<file path="src/hw/qcic_params.svh">
// Constants for the queue count and interrupt coalescing feature block
`ifndef QCIC_PARAMS_SVH
`define QCIC_PARAMS_SVH

// ----------------------------------------------------------------------
// Feature identifiers and completion status codes
// ----------------------------------------------------------------------
`define QCIC_FID_NUM_QUEUES 8'h07
`define QCIC_FID_COALESCE 8'h08
`define QCIC_SC_SUCCESS 8'h00
`define QCIC_SC_INVALID_FIELD 8'h02
`define QCIC_SC_CMD_SEQ_ERROR 8'h0c

// ----------------------------------------------------------------------
// Dword 11 and dword 0 field positions
// ----------------------------------------------------------------------
`define QCIC_CQ_FIELD 31:16
`define QCIC_SQ_FIELD 15:0
`define QCIC_RSVD_FIELD 31:16
`define QCIC_TIME_FIELD 15:8
`define QCIC_THRESH_FIELD 7:0
`define QCIC_CNT_INVALID 16'hffff

// ----------------------------------------------------------------------
// Reset values
// ----------------------------------------------------------------------
`define QCIC_RST_TIME 8'h00
`define QCIC_RST_THRESH 8'h00
`define QCIC_RST_CQ_LIMIT 16'h003f
`define QCIC_RST_SQ_LIMIT 16'h003f
`define QCIC_RST_OPTIONS 2'h0

// ----------------------------------------------------------------------
// Register map and option bits
// ----------------------------------------------------------------------
`define QCIC_REG_LIMITS 8'h00
`define QCIC_REG_OPTIONS 8'h04
`define QCIC_REG_ALLOC 8'h08
`define QCIC_REG_COALESCE 8'h0c
`define QCIC_REG_STATUS 8'h10
`define QCIC_OPT_POW2_BIT 0
`define QCIC_OPT_DB_RESTART_BIT 1
`define QCIC_OPT_FIELD 1:0

// ----------------------------------------------------------------------
// Timing and interrupt vector count
// ----------------------------------------------------------------------
`define QCIC_TIME_UNIT_NS 100000
`define QCIC_CLK_PERIOD_NS 5
`define QCIC_NVEC 8

`endif

</file>
<file path="src/hw/qcic_pkg.sv">
// Types shared by the queue count and interrupt coalescing block
package qcic_pkg;
   typedef logic [15:0] qcic_qcnt_t;
   typedef logic [7:0] qcic_status_t;
   typedef logic [2:0] qcic_vec_t;
   typedef logic [7:0] qcic_addr_t;
   typedef logic [31:0] qcic_word_t;
endpackage

</file>
<file path="src/hw/qcic_feature_core.sv">
// Queue count negotiation and per-vector interrupt coalescing
`include "qcic_params.svh"

module qcic_feature_core #(
   parameter int TICK_CYCLES = `QCIC_TIME_UNIT_NS / `QCIC_CLK_PERIOD_NS
) (
   input wire logic clk_sys_in,
   input wire logic rst_n_in,
   input wire logic cmd_valid_in,
   input wire logic cmd_is_set_in,
   input wire logic [7:0] cmd_fid_in,
   input wire qcic_pkg::qcic_word_t cmd_dw11_in,
   input wire logic io_queue_exists_in,
   output logic rsp_valid_out,
   output qcic_pkg::qcic_word_t rsp_dw0_out,
   output qcic_pkg::qcic_status_t rsp_status_out,
   input wire logic cpl_valid_in,
   input wire qcic_pkg::qcic_vec_t cpl_vector_in,
   input wire logic cpl_admin_in,
   input wire logic cpl_error_in,
   input wire logic db_valid_in,
   input wire qcic_pkg::qcic_vec_t db_vector_in,
   input wire logic irq_mode_change_in,
   output logic [`QCIC_NVEC-1:0] irq_vec_out,
   input wire qcic_pkg::qcic_addr_t reg_addr_in,
   input wire qcic_pkg::qcic_word_t reg_wdata_in,
   input wire logic reg_wr_in,
   input wire logic reg_rd_in,
   output qcic_pkg::qcic_word_t reg_rdata_out
);
   import qcic_pkg::*;

   // ----------------------------------------------------------------------
   // State
   // ----------------------------------------------------------------------
   qcic_qcnt_t cq_limit_r;
   qcic_qcnt_t sq_limit_r;
   logic [1:0] options_r;
   qcic_qcnt_t cq_count_allocated_r;
   qcic_qcnt_t sq_count_allocated_r;
   logic alloc_done_r;
   logic [7:0] agg_time_r;
   logic [7:0] aggregation_entry_threshold_r;
   logic [14:0] tick_cnt_r;
   logic tick;
   logic coal_off;
   logic [8:0] vcnt_r [`QCIC_NVEC];
   logic [7:0] velapsed_r [`QCIC_NVEC];
   logic [`QCIC_NVEC-1:0] fire;

   // ----------------------------------------------------------------------
   // Command decode
   // ----------------------------------------------------------------------
   qcic_qcnt_t cq_count_requested;
   qcic_qcnt_t sq_count_requested;
   qcic_qcnt_t cq_alloc_nxt;
   qcic_qcnt_t sq_alloc_nxt;
   logic set_nq;
   logic get_nq;
   logic set_coal;
   logic get_coal;
   logic nq_seq_err;
   logic nq_bad_field;

   function automatic qcic_qcnt_t qcic_round_pow2(input qcic_qcnt_t n);
      qcic_qcnt_t v;
      v = n;
      for (int s = 1; s < 16; s = s * 2)
      begin
         v = v | (v >> s);
      end
      return v;
   endfunction
   function automatic qcic_qcnt_t qcic_fit(input qcic_qcnt_t req, input qcic_qcnt_t lim, input logic pow2);
      qcic_qcnt_t r;
      r = pow2 ? qcic_round_pow2(req) : req;
      return (r > lim) ? lim : r;
   endfunction
   assign set_nq = cmd_valid_in && cmd_is_set_in && (cmd_fid_in == `QCIC_FID_NUM_QUEUES);
   assign get_nq = cmd_valid_in && !cmd_is_set_in && (cmd_fid_in == `QCIC_FID_NUM_QUEUES);
   assign set_coal = cmd_valid_in && cmd_is_set_in && (cmd_fid_in == `QCIC_FID_COALESCE);
   assign get_coal = cmd_valid_in && !cmd_is_set_in && (cmd_fid_in == `QCIC_FID_COALESCE);
   // Both fields are zero-based I/O queue counts only
   assign cq_count_requested = cmd_dw11_in[`QCIC_CQ_FIELD];
   assign sq_count_requested = cmd_dw11_in[`QCIC_SQ_FIELD];
   assign nq_seq_err = io_queue_exists_in;
   assign nq_bad_field = (cq_count_requested == `QCIC_CNT_INVALID) ||
                         (sq_count_requested == `QCIC_CNT_INVALID);
   // Grant may be rounded up to a power of two and is clamped to the pool
   assign cq_alloc_nxt = qcic_fit(cq_count_requested, cq_limit_r, options_r[`QCIC_OPT_POW2_BIT]);
   assign sq_alloc_nxt = qcic_fit(sq_count_requested, sq_limit_r, options_r[`QCIC_OPT_POW2_BIT]);

   // ----------------------------------------------------------------------
   // Queue count allocation
   // ----------------------------------------------------------------------
   always_ff @(posedge clk_sys_in)
   begin
      if (!rst_n_in)
      begin
         cq_count_allocated_r <= '0;
         sq_count_allocated_r <= '0;
         alloc_done_r <= 1'b0;
      end
      else if (set_nq && !nq_seq_err && !nq_bad_field && !alloc_done_r)
      begin
         // Only the first good set allocates; later ones see the same grant
         cq_count_allocated_r <= cq_alloc_nxt;
         sq_count_allocated_r <= sq_alloc_nxt;
         alloc_done_r <= 1'b1;
      end
   end

   // ----------------------------------------------------------------------
   // Completion result
   // ----------------------------------------------------------------------
   always_ff @(posedge clk_sys_in)
   begin
      if (!rst_n_in)
      begin
         rsp_valid_out <= 1'b0;
         rsp_dw0_out <= '0;
         rsp_status_out <= `QCIC_SC_SUCCESS;
      end
      else
      begin
         rsp_valid_out <= cmd_valid_in;
         rsp_dw0_out <= '0;
         rsp_status_out <= `QCIC_SC_SUCCESS;
         if (set_nq && nq_seq_err)
         begin
            rsp_status_out <= `QCIC_SC_CMD_SEQ_ERROR;
         end
         else if (set_nq && nq_bad_field)
         begin
            rsp_status_out <= `QCIC_SC_INVALID_FIELD;
         end
         else if (set_nq && !alloc_done_r)
         begin
            rsp_dw0_out <= {cq_alloc_nxt, sq_alloc_nxt};
         end
         else if (set_nq || get_nq)
         begin
            // Get never looks at dword 11
            rsp_dw0_out <= {cq_count_allocated_r, sq_count_allocated_r};
         end
         else if (get_coal)
         begin
            rsp_dw0_out <= {16'h0000, agg_time_r, aggregation_entry_threshold_r};
         end
         else if (cmd_valid_in && !set_coal)
         begin
            rsp_status_out <= `QCIC_SC_INVALID_FIELD;
         end
      end
   end

   // ----------------------------------------------------------------------
   // Coalescing settings
   // ----------------------------------------------------------------------
   always_ff @(posedge clk_sys_in)
   begin
      if (!rst_n_in)
      begin
         agg_time_r <= `QCIC_RST_TIME;
         aggregation_entry_threshold_r <= `QCIC_RST_THRESH;
      end
      else if (set_coal)
      begin
         // Upper half of dword 11 is dropped
         agg_time_r <= cmd_dw11_in[`QCIC_TIME_FIELD];
         aggregation_entry_threshold_r <= cmd_dw11_in[`QCIC_THRESH_FIELD];
      end
      else if (irq_mode_change_in)
      begin
         agg_time_r <= `QCIC_RST_TIME;
         aggregation_entry_threshold_r <= `QCIC_RST_THRESH;
      end
   end

   assign coal_off = (agg_time_r == `QCIC_RST_TIME) || (aggregation_entry_threshold_r == `QCIC_RST_THRESH);

   // ----------------------------------------------------------------------
   // Aggregation time base, one tick per time unit
   // ----------------------------------------------------------------------
   assign tick = (tick_cnt_r == 15'(TICK_CYCLES - 1));
   always_ff @(posedge clk_sys_in)
   begin
      if (!rst_n_in || tick)
      begin
         tick_cnt_r <= '0;
      end
      else
      begin
         tick_cnt_r <= tick_cnt_r + 15'h0001;
      end
   end

   // ----------------------------------------------------------------------
   // Per-vector aggregation
   // ----------------------------------------------------------------------
   for (genvar g = 0; g < `QCIC_NVEC; g++)
   begin : g_vec
      logic hit;
      logic flush_now;
      logic count_hit;
      logic time_hit;
      logic db_restart;
      assign hit = cpl_valid_in && (cpl_vector_in == qcic_vec_t'(g));
      // Admin, error and uncoalesced completions interrupt at once
      assign flush_now = hit && (cpl_admin_in || cpl_error_in || coal_off);
      // Entry makes vcnt+1 held; zero-based threshold wants threshold+1
      assign count_hit = hit && (vcnt_r[g] >= {1'b0, aggregation_entry_threshold_r});
      assign time_hit = (vcnt_r[g] != 9'h000) && tick &&
                        ({1'b0, velapsed_r[g]} + 9'h001 >= {1'b0, agg_time_r});
      assign db_restart = db_valid_in && (db_vector_in == qcic_vec_t'(g)) &&
                          options_r[`QCIC_OPT_DB_RESTART_BIT];
      // Held entries are released if coalescing is turned off under them
      assign fire[g] = flush_now || count_hit || time_hit || (coal_off && vcnt_r[g] != 9'h000);
      always_ff @(posedge clk_sys_in)
      begin
         if (!rst_n_in || fire[g])
         begin
            vcnt_r[g] <= '0;
         end
         else if (db_restart)
         begin
            vcnt_r[g] <= hit ? 9'h001 : 9'h000;
         end
         else if (hit)
         begin
            vcnt_r[g] <= vcnt_r[g] + 9'h001;
         end
      end

      always_ff @(posedge clk_sys_in)
      begin
         if (!rst_n_in || fire[g] || db_restart || vcnt_r[g] == 9'h000)
         begin
            velapsed_r[g] <= '0;
         end
         else if (tick && velapsed_r[g] != 8'hff)
         begin
            velapsed_r[g] <= velapsed_r[g] + 8'h01;
         end
      end

      always_ff @(posedge clk_sys_in)
      begin
         if (!rst_n_in)
         begin
            irq_vec_out[g] <= 1'b0;
         end
         else
         begin
            irq_vec_out[g] <= fire[g];
         end
      end
   end

   // ----------------------------------------------------------------------
   // Register port
   // ----------------------------------------------------------------------
   always_ff @(posedge clk_sys_in)
   begin
      if (!rst_n_in)
      begin
         cq_limit_r <= `QCIC_RST_CQ_LIMIT;
         sq_limit_r <= `QCIC_RST_SQ_LIMIT;
         options_r <= `QCIC_RST_OPTIONS;
      end
      else if (reg_wr_in && reg_addr_in == `QCIC_REG_LIMITS)
      begin
         cq_limit_r <= reg_wdata_in[`QCIC_CQ_FIELD];
         sq_limit_r <= reg_wdata_in[`QCIC_SQ_FIELD];
      end
      else if (reg_wr_in && reg_addr_in == `QCIC_REG_OPTIONS)
      begin
         options_r <= reg_wdata_in[`QCIC_OPT_FIELD];
      end
   end

   always_ff @(posedge clk_sys_in)
   begin
      if (!rst_n_in || !reg_rd_in)
      begin
         reg_rdata_out <= '0;
      end
      else
      begin
         unique case (reg_addr_in)
            `QCIC_REG_LIMITS: reg_rdata_out <= {cq_limit_r, sq_limit_r};
            `QCIC_REG_OPTIONS: reg_rdata_out <= {30'h0, options_r};
            `QCIC_REG_ALLOC: reg_rdata_out <= {cq_count_allocated_r, sq_count_allocated_r};
            `QCIC_REG_COALESCE: reg_rdata_out <= {16'h0000, agg_time_r, aggregation_entry_threshold_r};
            `QCIC_REG_STATUS: reg_rdata_out <= {30'h0, io_queue_exists_in, alloc_done_r};
            default: reg_rdata_out <= '0;
         endcase
      end
   end
endmodule

</file>
<file path="config.mk">
export PLATFORM = sky130hd
export DESIGN_NAME = qcic_feature_core
export DESIGN_NICKNAME = d
export VERILOG_FILES = /design/src/hw/qcic_pkg.sv /design/src/hw/qcic_feature_core.sv
export VERILOG_INCLUDE_DIRS = /design/src /design/src/hw
export SDC_FILE = /design/constraint.sdc
export NUM_CORES = 1
export LEC_CHECK = 0
export BUFFER_PORTS_ARGS = -buffer_cell sky130_fd_sc_hd__buf_2
export CAP_MARGIN = 10
export CORE_MARGIN = 2
export CORE_UTILIZATION = 26
export CTS_BUF_LIST = sky130_fd_sc_hd__clkbuf_8
export DETAILED_ROUTE_END_ITERATION = 16
export HOLD_SLACK_MARGIN = 0.05
export PLACE_DENSITY = 0.51
export SLEW_MARGIN = 20
export SYNTH_ARGS = -nofsm -noshare
export SYNTH_HDL_FRONTEND = slang
export SYNTH_SLANG_ARGS = --single-unit
export TNS_END_PERCENT = 100
</file>
<file path="constraint.sdc">
create_clock -name clk_sys_in -period 3.6 [get_ports clk_sys_in]
set_input_delay 0 -clock clk_sys_in [delete_from_list [all_inputs] [get_ports clk_sys_in]]
set_output_delay 0 -clock clk_sys_in [all_outputs]
set_load 0.02 [all_outputs]
</file>
* After elaboration in Yosys (flattened, before gate mapping)
Memories as Yosys holds them, arrays and structs flattened.
Index checks and enable logic that the tools add are counted.
** Storage, ports and cells
- Latch bits :: 0
- Bits in read-only memories :: 0
- Flip-flop bits (word level) :: 179
- Memories kept :: 2
- Logic and storage cells :: 469
- Memory bits (writable) :: 136
- Input bits :: 98
- Output and inout port bits :: 81
** Operators by class
- Div/mod/pow operators :: 0
- Bitwise logic cells :: 34
- Shift-type cells :: 0
- $mul :: 0
- Eq/ne operators :: 31
- Reduce and logical (&&, ||, !) cells :: 175
- Magnitude comparators :: 18
- Multiplexer cells :: 161
- Add/sub/neg operators :: 25
** Memory list
- vcnt_r :: words 8, width 9, read ports 8, clocked after memory_dff 0, wr ports 8, RTL line qcic_feature_core.sv:47 : logic [8:0] vcnt_r [`QCIC_NVEC];
- velapsed_r :: words 8, width 8, read ports 8, clocked after memory_dff 0, wr ports 8, RTL line qcic_feature_core.sv:48 : logic [7:0] velapsed_r [`QCIC_NVEC];
** Operators by type and width (count)
- case mux 32 bit (5 select lines) :: 1
- greater-or-equal comparator 9 x 8 -> 1 bit :: 16
- two-way mux 9 bit :: 16
- two-way mux 1 bit :: 120
- two-way mux 8 bit :: 11
- logical AND 1 bit :: 87
- two-way mux 16 bit :: 5
- adder 8 x 1 -> 9 bit (second input constant) :: 8
- adder 9 x 1 -> 9 bit (second input constant) :: 8
- logical NOT 9 bit :: 8
- nonzero test 9 bit :: 8
- adder 8 x 1 -> 8 bit (second input constant) :: 8
- two-way mux 32 bit :: 2
- inequality test 8 bit (second input constant) :: 8
- logical OR 1 bit :: 55
- equality test 16 bit (second input constant) :: 2
- > comparator 16 bit :: 2
- OR 16 x 12 -> 16 bit :: 2
- OR 16 x 14 -> 16 bit :: 2
- OR 16 x 15 -> 16 bit :: 2
- OR 16 x 8 -> 16 bit :: 2
- equality test 3 bit (second input constant) :: 8
- equality test 8 x 4 -> 1 bit (second input constant) :: 3
- logical NOT 8 bit :: 3
- other kinds (17) :: 57

* Longest topological paths before layout
Gate-level depths: netlist (run 1).
- Depth after elaboration :: 13
- Mapped depth :: 16
- Mapped depth without buffers :: 14

* Least setup slack after synthesis (run 1)
OpenSTA, ideal clock, no wires.
- Path kind :: flip-flop to flip-flop
- Start :: memory velapsed_r[0][0]
- End :: memory velapsed_r[0][0], enable pin
- Cell stages (with the launch flop) :: 11
- Arrival :: 2.963 ns
- Clock period less this slack :: 3.260 ns
- Setup slack :: 0.340 ns
- Path buffers :: 0
- Path through :: edfxtp_1 ha_1 nand3_1 xnor2_1 ha_1 a21o_1 a211oi_1 o21ai_0 a2111oi_1 o21ai_1 or4b_2
** RTL lines (RTL line)
- start: declaration :: qcic_feature_core.sv:48

* Worst setup path in the final report (run 1)
- Start :: input port cmd_dw11_in[15]
- End :: register rsp_dw0_out[0]
** On the way
- Longest elaborated chain between the ends :: 8
- Elaborated cells between the ends (all ways) :: 12
- Classes of those cells :: order compare (1); eq/ne (1); mux (3); bitwise (4); reduce/logical (3)
** RTL lines
- start: declaration :: RTL line qcic_feature_core.sv:12 : input wire qcic_pkg::qcic_word_t cmd_dw11_in,
- OR 16 x 15 -> 16 bit :: RTL line qcic_feature_core.sv:70 : v = v | (v >> s);
- OR 16 x 14 -> 16 bit :: RTL line qcic_feature_core.sv:70
- OR 16 x 12 -> 16 bit :: RTL line qcic_feature_core.sv:70
- OR 16 x 8 -> 16 bit :: RTL line qcic_feature_core.sv:70
- two-way mux 16 bit :: RTL line qcic_feature_core.sv:76 : r = pow2 ? qcic_round_pow2(req) : req;
- > comparator 16 bit :: RTL line qcic_feature_core.sv:77 : return (r > lim) ? lim : r;
- two-way mux 16 bit :: RTL line qcic_feature_core.sv:77
- two-way mux 32 bit :: RTL line qcic_feature_core.sv:137 : else if (set_nq && !alloc_done_r)
- end signal: assignment :: RTL line qcic_feature_core.sv:139 : rsp_dw0_out <= {cq_alloc_nxt, sq_alloc_nxt};
- end signal: assignment :: RTL line qcic_feature_core.sv:144 : rsp_dw0_out <= {cq_count_allocated_r, sq_count_allocated_r};
- end signal: assignment :: RTL line qcic_feature_core.sv:148 : rsp_dw0_out <= {16'h0000, agg_time_r, aggregation_entry_threshold_r};
- end: declaration :: RTL line qcic_feature_core.sv:15 : output qcic_pkg::qcic_word_t rsp_dw0_out,
Several ways; a longest one is shown, not always the timed one.
A chain may end at the register's enable or synchronous reset.

==> results.toml, run 1 <==
[status]
run_status = "completed"

[yosys]
postSynthRegisterBits = 309
synth_seq_area_share = 0.410
number_of_flops_mapped_to_enable_cells_by_yosys = 136
yosys_warnings = 0
adder_cell_share_of_the_synthesized_area = 0.126
yosys-mux-area-fraction = 0.0191
synth_largest_type_area_fraction = 0.222
avgSynthCellArea_um2 = 9.27
synthTopCellsByArea = "sky130_fd_sc_hd__edfxtp_1, sky130_fd_sc_hd__dfxtp_1, sky130_fd_sc_hd__ha_1"
proportion_of_register_bits_with_asynchronous_set_or_reset_after_synthesis = 0
simple_gate_share_of_the_synthesized_area = 0.223
post_synth_instance_area_um2 = 18400
yosys.cell_types.count = 64
combinational_family_with_the_most_area_after_synthesis = "simple AND/OR/NAND/NOR gates"
synth-compound-area-share = 0.134
synth_top_area_cell = "sky130_fd_sc_hd__edfxtp_1"
synth-xor-area-share = 0.0538
synth_cells = 1984
synth-main-ff-cell = "sky130_fd_sc_hd__dfxtp_1"

[placement]
gp_routability_congestion = 0.848
place_hpwl_mm = 44.8
pre_cts_slack_ns = 0.120
placement.io_buffers = 173

[setup_path]
ff2ff_setup_slack_ns = 0.28
startpoint_to_endpoint_class_of_the_critical_path = "in2reg"
worst-endpoint-required_ns = 4.17
critPathMaxFanout = 18
worst_ep_arrival_time_ns = 3.94
critical_path.reg2reg.startpoint = "velapsed_r[0][8]"
end_kind = "register"
critical_path_end = "rsp_dw0_out[0]"
rr_endpoint = "velapsed_r[0][13]"
critical_path.startpoint = "cmd_dw11_in[15]"
worstSetupStartpointType = "primary input"
reg2reg_depth = 11

[layout]
post_route_cells_drive_above_1_share = 0.140
final_cell_mix = "sky130_fd_sc_hd__nand2_1, sky130_fd_sc_hd__ha_1, sky130_fd_sc_hd__dfxtp_1, sky130_fd_sc_hd__buf_2, sky130_fd_sc_hd__nor2_1"
finalNetCount = 2622
most_frequent_standard_cell_in_the_layout_excluding_fill_and_tap_cells = "sky130_fd_sc_hd__nand2_1"
final-seq-area_um2 = 7550
layout-area-overhead-vs-synth_pct = 26.3
multiInputGateArea_um2 = 10300
final.fill_count = 7198

[timing]
final.period_utilization = 0.938
final_period_minus_worst_setup_slack_ns = 3.38
final_slew_viol_count = 0
finalSetupViolations = 0
final.setup_skew_ns = 0.0559
timing.fmax_mhz = 296
maxSlewHeadroom = 0.334
finalWorstSetupSlack_ns = 0.225
tightestPinTransition_ns = 0.999
worst_hold_slack_ns = 0.0909
finalHoldViolCount = 0

[cts]
max_buffers_root_to_sink = 3
h-tree-depth = 2
cts.sinks = 309
cts_tree = "done"
clk_latency_ns = 0.69
numCtsBuffers = 56
clk_pin_slew_ns = 0.07
cts-root-buf = "sky130_fd_sc_hd__clkbuf_8"

[global_route]
wire_length_of_the_first_global_routing_pass_mm = 94.0
grt_util_all_layers = 0.162
antenna_found_initial = 10
grt_pass1_vias = 16300
globalRoute.totalOverflow = 0
grt_start_max_net_pins = 56

[die]
die-area_um2 = 72900
fp.dieW_um = 270
initial_utilization = 0.263
die-height_um = 270
fp-row-count = 97
io_pins = 179
core_box_area_um2 = 70000

[power]
power.internal_mw = 5.96
static-leakage-power_nw = 9.49
comb_power_share = 0.081
net-switching-power_mw = 2.08
powerDensity_nw_per_um2 = 346
power.ir.vdd_worst_mv = 0.288
power.share.sequential = 0.472
pwr-share-clk = 0.447
power.switching_fraction = 0.259

[detailed_routing]
detailedRoute.firstIterationViolations = 1290
dr_total_vias = 16500
route.detailed.wl_per_inst_um = 18.3
drc = 0
postRouteWirelength_mm = 60.8
detailedRoute.firstPassIterationCount = 5
avgViaCountPerCell = 4.96
antenna_left = 0

[worst_hold_path]
min_path_cells = 6
hold_path_class = "in2reg"

[job]
max-cap-violations = 0
==> cells in the mapped netlist (6+ instances only) <==
| master | count |
|---|---|
| sky130_fd_sc_hd__o21bai_1 | 7 |
| sky130_fd_sc_hd__a21o_1 | 58 |
| sky130_fd_sc_hd__and4_1 | 8 |
| sky130_fd_sc_hd__o21ai_1 | 7 |
| sky130_fd_sc_hd__nor3_1 | 53 |
| sky130_fd_sc_hd__o211ai_1 | 16 |
| sky130_fd_sc_hd__nand4_1 | 32 |
| sky130_fd_sc_hd__nor3b_1 | 19 |
| sky130_fd_sc_hd__xnor2_1 | 36 |
| sky130_fd_sc_hd__inv_1 | 78 |
| sky130_fd_sc_hd__a22oi_1 | 19 |
| sky130_fd_sc_hd__mux2i_1 | 34 |
| sky130_fd_sc_hd__and3_1 | 41 |
| sky130_fd_sc_hd__nor4_1 | 43 |
| sky130_fd_sc_hd__ha_1 | 185 |
| sky130_fd_sc_hd__nand2_1 | 204 |
| sky130_fd_sc_hd__dfxtp_1 | 173 |
| sky130_fd_sc_hd__o21a_1 | 9 |
| sky130_fd_sc_hd__a21oi_1 | 118 |
| sky130_fd_sc_hd__edfxtp_1 | 136 |
| sky130_fd_sc_hd__nand4b_1 | 6 |
| sky130_fd_sc_hd__clkbuf_1 | 58 |
| sky130_fd_sc_hd__a221oi_1 | 16 |
| sky130_fd_sc_hd__or4_1 | 6 |
| sky130_fd_sc_hd__nand3_1 | 92 |
| sky130_fd_sc_hd__nand3b_1 | 6 |
| sky130_fd_sc_hd__o21ai_0 | 58 |
| sky130_fd_sc_hd__and2_1 | 14 |
| sky130_fd_sc_hd__buf_2 | 7 |
| sky130_fd_sc_hd__nor4b_1 | 15 |
| sky130_fd_sc_hd__or3_1 | 25 |
| sky130_fd_sc_hd__nand2b_1 | 34 |
| sky130_fd_sc_hd__xor2_1 | 77 |
| sky130_fd_sc_hd__buf_4 | 8 |
| sky130_fd_sc_hd__a2111oi_0 | 9 |
| sky130_fd_sc_hd__and4b_1 | 7 |
| sky130_fd_sc_hd__a211oi_1 | 39 |
| sky130_fd_sc_hd__nor2_1 | 163 |
| sky130_fd_sc_hd__nor2b_1 | 24 |
==> power by group through the flow <==
stage | logic (mW) | registers [mW] | clock network (mW)
3_5_place_dp | 0.558 | 3.87 | 0
6_report | 0.649 | 3.80 | 3.59
2_1_floorplan | 0.344 | 3.84 | 0
3_3_place_gp | 0.548 | 3.87 | 0
4_1_cts | 0.642 | 3.80 | 3.69
5_1_grt | 0.718 | 3.81 | 3.85
==> per-layer routing <==
layer  track usage  routed length, um
met4        0.0477               1500
met2         0.252              26800
met5             0                 41
met1         0.228              28900
met3        0.0307               3640
==> how the worst min path moves through the flow <==
stage,startpoint,endpoint,slack [ns]
after floorplan,cmd_valid_in,rsp_valid_out,0.12
after global routing,reg_wdata_in[14],sq_limit_r[14],0.11
final,cmd_fid_in[6],rsp_status_out[1],0.09
after detailed placement,reg_wdata_in[0],sq_limit_r[0],0.24
after global placement,reg_wdata_in[0],sq_limit_r[0],0.23
after CTS,cmd_fid_in[6],rsp_status_out[1],0.05
==> flip-flops by register name, indices dropped and copies added, names as in the netlist, 15 cells and up <==
register,count
velapsed_r,64
tick_cnt_r,15
vcnt_r,72
cq_count_allocated_r,16
reg_rdata_out,32
sq_count_allocated_r,16
sq_limit_r,16
rsp_dw0_out,32
cq_limit_r,16
==> through the flow <==
stage	instance area, um^2	cells	power, mW	utilization	TNS [ns]
after detailed placement	20600	3079	4.43	0.294	0
after floorplan	18400	1988	4.19	-	0
after CTS	23200	3326	8.13	0.331	0
final	23200	3330	8.04	0.332	0
after global placement	20600	3079	4.42	0.294	0
after global routing	23200	3330	8.37	0.332	-0.00355
==> cells by family after synthesis <==
group	count (synthesis)
AOI/OAI and AO/OA	382
xor gates and xnor gates	113
adders and majority gates	185
buffers and inverters	155
DFF	309
muxes	35
other	1
and+or+nand+nor	804
==> layout make-up <==
cell class                      count  share of cell area
Timing Repair Buffer              370               0.117
Clock buffer                       62              0.0367
Antenna cell                        4            0.000431
Sequential cell                   309               0.325
Tap cell                          940              0.0506
Clock inverter                     43              0.0145
Inverter                           78              0.0126
Multi-Input combinational cell   1524               0.443
==> what timing repair did <==
action	in CTS	in global routing
hold endpoints to repair	173	0
gates resized for setup	0	9
buffers inserted	0	0
hold buffers	142	0
setup endpoints to repair	0	32
==> critical path: stages <==
cell and delay [ns]:
sky130_fd_sc_hd__dlygate4sd3_1 0.54, sky130_fd_sc_hd__buf_2 0.13, sky130_fd_sc_hd__or4_4 0.57, sky130_fd_sc_hd__or3_4 0.39
sky130_fd_sc_hd__or3_4 0.36, sky130_fd_sc_hd__o31ai_1 0.21, sky130_fd_sc_hd__nand2b_1 0.11, sky130_fd_sc_hd__ha_1 0.29
sky130_fd_sc_hd__a21oi_1 0.15, sky130_fd_sc_hd__o21a_1 0.13, sky130_fd_sc_hd__o21ai_0 0.09, sky130_fd_sc_hd__a211oi_1 0.27
sky130_fd_sc_hd__a21oi_2 0.08, sky130_fd_sc_hd__buf_12 0.19, sky130_fd_sc_hd__mux2i_1 0.15, sky130_fd_sc_hd__a211oi_1 0.27
Power figures use the tool's default switching activity.
==> run 2: changes to the inputs <==
--- a/config.mk
+++ b/config.mk
@@ -10,7 +10,7 @@
 export CAP_MARGIN = 10
 export CORE_MARGIN = 2
 export CORE_UTILIZATION = 26
-export CTS_BUF_LIST = sky130_fd_sc_hd__clkbuf_8
+export CTS_BUF_LIST = sky130_fd_sc_hd__clkbuf_8 sky130_fd_sc_hd__clkbuf_16
 export DETAILED_ROUTE_END_ITERATION = 16
 export HOLD_SLACK_MARGIN = 0.05
 export PLACE_DENSITY = 0.51
==> run 2 against run 1 <==
Net effect:
- via count decreased by 2.5%
- global-route usage decreased by 0.22 points
- register-to-register slack about the same
- clock power increased by 11%
- clock skew decreased by 0.043 ns
- hold slack improved by 0.0013 ns
- fmax decreased by 2.9%
- core utilization decreased by 0.59 points
- flip-flop and latch count unchanged
- largest cell class unchanged
- largest power group is now clock
==> results.toml, run 2 (synthesis gave the netlist of run 1 again) <==
[status]
run_status = "completed"

[timing]
final.period_utilization = 0.966
final_tns_setup_ns = 0
maxSlewHeadroom = 0.320
timing.fmax_mhz = 288
final_slew_viol_count = 0
tightestPinTransition_ns = 1.02
finalHoldViolCount = 0
final.setup_skew_ns = 0.0127
finalWorstSetupSlack_ns = 0.124
final_period_minus_worst_setup_slack_ns = 3.48
finalSetupViolations = 0
worst_hold_slack_ns = 0.0922

[die]
die-height_um = 270
core_box_area_um2 = 70000
io_pins = 179
initial_utilization = 0.263
fp-row-count = 97
fp.dieW_um = 270
die-area_um2 = 72900

[job]
max-cap-violations = 0

[power]
powerDensity_nw_per_um2 = 369
power.ir.vdd_worst_mv = 0.254
power.share.sequential = 0.452
net-switching-power_mw = 2.05
pwr-share-clk = 0.473
static-leakage-power_nw = 9.34
comb_power_share = 0.075
finalPower_mw = 8.41
power.switching_fraction = 0.243
power.internal_mw = 6.36

[global_route]
wire_length_of_the_first_global_routing_pass_mm = 92.2
globalRouteMet3Util = 0.0349
groute.layer.met1.usage = 0.224
groute.layer.met2.usage = 0.247
most_crowded_layer_gr = "met2"
grt_util_all_layers = 0.160
globalRoute.totalOverflow = 0
grt_start_max_net_pins = 56
antenna_found_initial = 6
grt_pass1_vias = 15700

[layout]
largest-register = "vcnt_r"
most_frequent_standard_cell_in_the_layout_excluding_fill_and_tap_cells = "sky130_fd_sc_hd__nand2_1"
finalNetCount = 2554
post_route_cells_drive_above_1_share = 0.137
layout-area-overhead-vs-synth_pct = 24.0
final_util = 0.326
largest_registers = "vcnt_r x72, velapsed_r x64"
stdcell_area_um2 = 22800
final_cell_mix = "sky130_fd_sc_hd__nand2_1, sky130_fd_sc_hd__ha_1, sky130_fd_sc_hd__dfxtp_1, sky130_fd_sc_hd__buf_2, sky130_fd_sc_hd__nor2_1"
final_cell_count_without_fillers = 3242
final.fill_count = 7232
largest_register_ffs = 72

[setup_path]
end_kind = "register"
critical_path.startpoint = "cmd_dw11_in[15]"
rr_endpoint = "velapsed_r[0][8]"
critPathMaxFanout = 18
reg2reg_depth = 11
startpoint_to_endpoint_class_of_the_critical_path = "in2reg"
critical_path_end = "rsp_dw0_out[14]"
ff2ff_setup_slack_ns = 0.27
critical_path.reg2reg.startpoint = "velapsed_r[0][8]"
worstSetupStartpointType = "primary input"
worst-endpoint-required_ns = 4.02
worst_ep_arrival_time_ns = 3.90

[detailed_routing]
dr_total_vias = 16100
avgViaCountPerCell = 4.97
route.detailed.wl_per_inst_um = 18.5
detailedRoute.firstPassIterationCount = 5
detailedRoute.firstIterationViolations = 1272
drc = 0
antenna_left = 0
postRouteWirelength_mm = 60.0

[cts]
cts-root-buf = "sky130_fd_sc_hd__clkbuf_16"
cts_tree = "done"
cts.sinks = 309
numCtsBuffers = 38
clk_pin_slew_ns = 0.06
max_buffers_root_to_sink = 3
h-tree-depth = 2
clk_latency_ns = 0.56
cts_setup_buffers = 0

[worst_hold_path]
hold_path_class = "in2reg"
hp-start = "cmd_dw11_in[27]"

[placement]
gp_routability_congestion = 0.848
pre_cts_slack_ns = 0.120
placedCellCount = 3079
placement.io_buffers = 173
place_hpwl_mm = 44.8
dpl_cell_area_um2 = 20600
==> run 2: changes by cell type in the layout (fill, tap and decap cells not counted), moves of 2 or more <==
cell,delta
sky130_fd_sc_hd__dlygate4sd3_1,-50
sky130_fd_sc_hd__clkinvlp_4,-2
sky130_fd_sc_hd__inv_1,-8
sky130_fd_sc_hd__clkbuf_8,-57
sky130_fd_sc_hd__clkinv_1,-8
sky130_fd_sc_hd__clkbuf_16,+41
sky130_fd_sc_hd__bufinv_16,-2
==> run 2: worst min path at each step <==
| stage | end | slack (ns) | cells past startpoint |
|---|---|---|---|
| 2_1_floorplan | rsp_valid_out | 0.12 | 1 |
| 3_3_place_gp | sq_limit_r[0] | 0.23 | 3 |
| 3_5_place_dp | sq_limit_r[0] | 0.24 | 3 |
| 4_1_cts | cq_count_allocated_r[13] | 0.07 | 5 |
| 5_1_grt | cq_count_allocated_r[11] | 0.10 | 5 |
| 6_report | cq_count_allocated_r[11] | 0.09 | 5 |
==> run 2: timing repair <==
| item | CTS | global route |
|---|---|---|
| gates resized for setup | 0 | 11 |
| endpoints found under the setup margin | 0 | 55 |
| hold buffers | 92 | 0 |
| endpoints found under the hold margin | 105 | 0 |
==> run 2: cell type report <==
type                       instances  area (um^2)  share of cell area
sequential                       309         7550               0.331
multi-input combinational       1524        10300               0.451
inverter                          78          293              0.0128
clock buffer                      46         1090              0.0480
timing repair buffer             320         2220              0.0975
clock inverter                    22          183             0.00801
tap                              940         1180              0.0516
antenna                            3         7.51            0.000329
==> run 2: worst max-delay path: stages <==
cell                            delay, ns
sky130_fd_sc_hd__dlygate4sd3_1       0.54
sky130_fd_sc_hd__buf_2               0.13
sky130_fd_sc_hd__or4_4               0.57
sky130_fd_sc_hd__or3_4               0.39
sky130_fd_sc_hd__or3_4               0.36
sky130_fd_sc_hd__nand2b_1            0.16
sky130_fd_sc_hd__a21o_1              0.21
sky130_fd_sc_hd__ha_1                0.30
sky130_fd_sc_hd__nand2_1             0.05
sky130_fd_sc_hd__nor3_1              0.30
sky130_fd_sc_hd__a211oi_2            0.13
sky130_fd_sc_hd__a21oi_2             0.16
sky130_fd_sc_hd__buf_12              0.21
sky130_fd_sc_hd__mux2i_1             0.27
sky130_fd_sc_hd__a211oi_1            0.11
==> run 2: power groups by stage <==
stage | registers [mW] | logic [mW] | clock network (mW)
2_1_floorplan | 3.84 | 0.344 | 0
3_3_place_gp | 3.87 | 0.548 | 0
3_5_place_dp | 3.87 | 0.558 | 0
4_1_cts | 3.79 | 0.628 | 4.07
5_1_grt | 3.81 | 0.703 | 4.21
6_report | 3.80 | 0.633 | 3.98
==> run 2: metal layers <==
metal / wire length [um] / vias up / part of all wire
met5: 41 / - / 0.00068
met4: 1500 / 8 / 0.025
li1: - / 7840 / -
met1: 28400 / 7734 / 0.47
met3: 3670 / 98 / 0.061
met2: 26300 / 430 / 0.44
==> run 3: changes to the inputs <==
--- a/config.mk
+++ b/config.mk
@@ -9,11 +9,11 @@
 export BUFFER_PORTS_ARGS = -buffer_cell sky130_fd_sc_hd__buf_2
 export CAP_MARGIN = 10
 export CORE_MARGIN = 2
-export CORE_UTILIZATION = 26
+export CORE_UTILIZATION = 45
 export CTS_BUF_LIST = sky130_fd_sc_hd__clkbuf_8 sky130_fd_sc_hd__clkbuf_16
 export DETAILED_ROUTE_END_ITERATION = 16
 export HOLD_SLACK_MARGIN = 0.05
-export PLACE_DENSITY = 0.51
+export PLACE_DENSITY = 0.73
 export SLEW_MARGIN = 20
 export SYNTH_ARGS = -nofsm -noshare
 export SYNTH_HDL_FRONTEND = slang
==> run 3 against run 2 <==
Net effect:
- fmax up 0.69%
- power down 1.8%
- count of clock-buffer cells in the layout down 5
- critical path depth up 1
- core utilization up 23 points
- setup slack better by 0.024 ns
- global-route usage up 9.5 points
- register-to-register slack about the same
- hold slack worse by 0.017 ns
- critical path type unchanged
- largest cell class unchanged
- largest power group unchanged
==> results.toml, run 3 (synthesis gave the netlist of run 1 again) <==
[layout]
layout-area-overhead-vs-synth_pct = 22.1
final_cell_mix = "sky130_fd_sc_hd__nand2_1, sky130_fd_sc_hd__ha_1, sky130_fd_sc_hd__dfxtp_1, sky130_fd_sc_hd__buf_2, sky130_fd_sc_hd__nor2_1"
largest_registers = "vcnt_r x72, velapsed_r x64"
multiInputGateArea_um2 = 10300
finalNetCount = 2568
final.fill_count = 3526
post_route_cells_drive_above_1_share = 0.136
most_frequent_standard_cell_in_the_layout_excluding_fill_and_tap_cells = "sky130_fd_sc_hd__nand2_1"
final_util = 0.553
largest_register_ffs = 72
final-seq-area_um2 = 7550
largest-register = "vcnt_r"

[power]
power.switching_fraction = 0.245
power.internal_mw = 6.24
power.ir.vdd_worst_mv = 0.355
net-switching-power_mw = 2.02
static-leakage-power_nw = 9.39
comb_power_share = 0.076
finalPower_mw = 8.26
powerDensity_nw_per_um2 = 368
pwr-share-clk = 0.464
power.share.sequential = 0.460

[worst_hold_path]
hold_path_class = "in2reg"

[die]
fp-row-count = 74
die-area_um2 = 42500
initial_utilization = 0.453
fp.dieW_um = 206
io_pins = 179
die-height_um = 206
core_box_area_um2 = 40600

[placement]
pre_cts_slack_ns = -0.0146
gp_routability_congestion = 0.946
placement.io_buffers = 173
place_hpwl_mm = 38.4

[cts]
cts-root-buf = "sky130_fd_sc_hd__clkbuf_16"
max_buffers_root_to_sink = 3
clk_pin_slew_ns = 0.06
cts.sinks = 309
h-tree-depth = 2
cts_tree = "done"
clk_latency_ns = 0.58
numCtsBuffers = 36

[detailed_routing]
avgViaCountPerCell = 5.87
detailedRoute.firstIterationViolations = 1102
dr_total_vias = 16700
drc = 0
postRouteWirelength_mm = 54.5
antenna_left = 0
detailedRoute.firstPassIterationCount = 5
route.detailed.wl_per_inst_um = 19.2

[timing]
maxSlewHeadroom = 0.317
finalWorstSetupSlack_ns = 0.148
final.period_utilization = 0.959
finalSetupViolations = 0
final_tns_setup_ns = 0
final_slew_viol_count = 0
timing.fmax_mhz = 290
final_period_minus_worst_setup_slack_ns = 3.45
finalHoldViolCount = 0
rsz0062_at_grt = "false"
tightestPinTransition_ns = 1.02
final.setup_skew_ns = 0.0330

[setup_path]
critical_path.startpoint = "cmd_dw11_in[14]"
ff2ff_setup_slack_ns = 0.27
critical_path_end = "rsp_dw0_out[8]"
critPathMaxFanout = 10
critical_path.reg2reg.startpoint = "velapsed_r[0][8]"
critPathMostFrequentCell = "sky130_fd_sc_hd__or3_4"
end_kind = "register"
rr_endpoint = "velapsed_r[0][13]"
reg2reg_depth = 11
cp_num_buf_inv = 3
worst_ep_arrival_time_ns = 3.88
worst-endpoint-required_ns = 4.03
critical_path.cell_chain = "dlygate4sd3_1, buf_2, or4_4, or3_4, or3_4, o31ai_1, nand2b_1, ha_1, a21oi_1, o21a_1, o21ai_1, a211oi_2, a21oi_4, buf_12, mux2i_1, a211oi_1"
worstSetupStartpointType = "primary input"
cp.depth = 16
crit_slowest_cell = "sky130_fd_sc_hd__dlygate4sd3_1"
critPathTopFamily = "simple AND/OR/NAND/NOR gates"
crit_path_max_incr_delay_ns = 0.54
startpoint_to_endpoint_class_of_the_critical_path = "in2reg"

[global_route]
wire_length_of_the_first_global_routing_pass_mm = 86.0
grt_pass1_vias = 16500
grt_util_all_layers = 0.256
grt_start_max_net_pins = 55
globalRoute.totalOverflow = 0
antenna_found_initial = 2

[status]
run_status = "completed"

[job]
max-cap-violations = 0
## run 3: cell count changes in the layout (fill, tap and decap cells not counted), sizes merged
cell	before	now
buf	228	227
diode	3	1
bufinv	3	4
inv	87	84
clkbuf	46	41
clkinvlp	0	2
dlygate4sd3	92	109
## run 3: cell type report
class / instances / share of cell area
Antenna cell: 1 / 0.000112
Clock inverter: 22 / 0.0120
Tap cell: 532 / 0.0297
Clock buffer: 41 / 0.0432
Multi-Input combinational cell: 1524 / 0.460
Inverter: 78 / 0.0130
Sequential cell: 309 / 0.336
Timing Repair Buffer: 336 / 0.106
## run 3: what timing repair did
item                                   4_1_cts  5_1_grt
endpoints found under the hold margin      131        0
pin swaps                                    0        1
hold buffers                               109        0
setup buffers                                0        1
gates resized for setup                      1       18
cloned                                       0        0
setup endpoints to repair                    5       73
## run 3: worst min-delay path by stage
stage | start | end | slack [ns] | cells past startpoint
2_1_floorplan | cmd_valid_in | rsp_valid_out | 0.12 | 1
3_3_place_gp | reg_wdata_in[17] | cq_limit_r[1] | 0.23 | 3
3_5_place_dp | reg_wdata_in[17] | cq_limit_r[1] | 0.24 | 3
4_1_cts | cmd_dw11_in[26] | cq_count_allocated_r[10] | 0.05 | 5
5_1_grt | cmd_dw11_in[26] | rsp_dw0_out[26] | 0.08 | 5
6_report | cmd_dw11_in[26] | rsp_dw0_out[26] | 0.08 | 5
## run 3: worst register-to-register path, delay by kind of cell, from the launching register on
kind,cells,cell delay (ns)
fa+ha+maj,2,0.54
xor+xnor,1,0.23
flops,1,0.43
simple gates,5,1.42
compound gates,3,0.57
## run 3: power groups by stage
stage | sequential [mW] | combinational, mW | clock (mW)
floorplan | 3.84 | 0.344 | 0
CTS | 3.79 | 0.608 | 3.88
detailed placement | 3.87 | 0.541 | 0
global placement | 3.86 | 0.522 | 0
finish | 3.80 | 0.628 | 3.83
global route | 3.81 | 0.690 | 3.99
## run 3: through the flow
stage	std cells	hold WS (ns)	cell area, um^2
after global placement	2668	0.229	20000
final	2843	0.0754	22400
after global routing	2843	0.0795	22400
after floorplan	1988	0.122	18400
after detailed placement	2668	0.237	20000
after CTS	2840	0.0517	22400
## run 3: routing by layer
metal,vias to the layer above,GRT usage,part of all wire
li1,7852,-,-
met1,7998,0.318,0.42
met2,681,0.431,0.47
met3,156,0.0473,0.066
met4,2,0.116,0.041
met5,-,0,0.00024
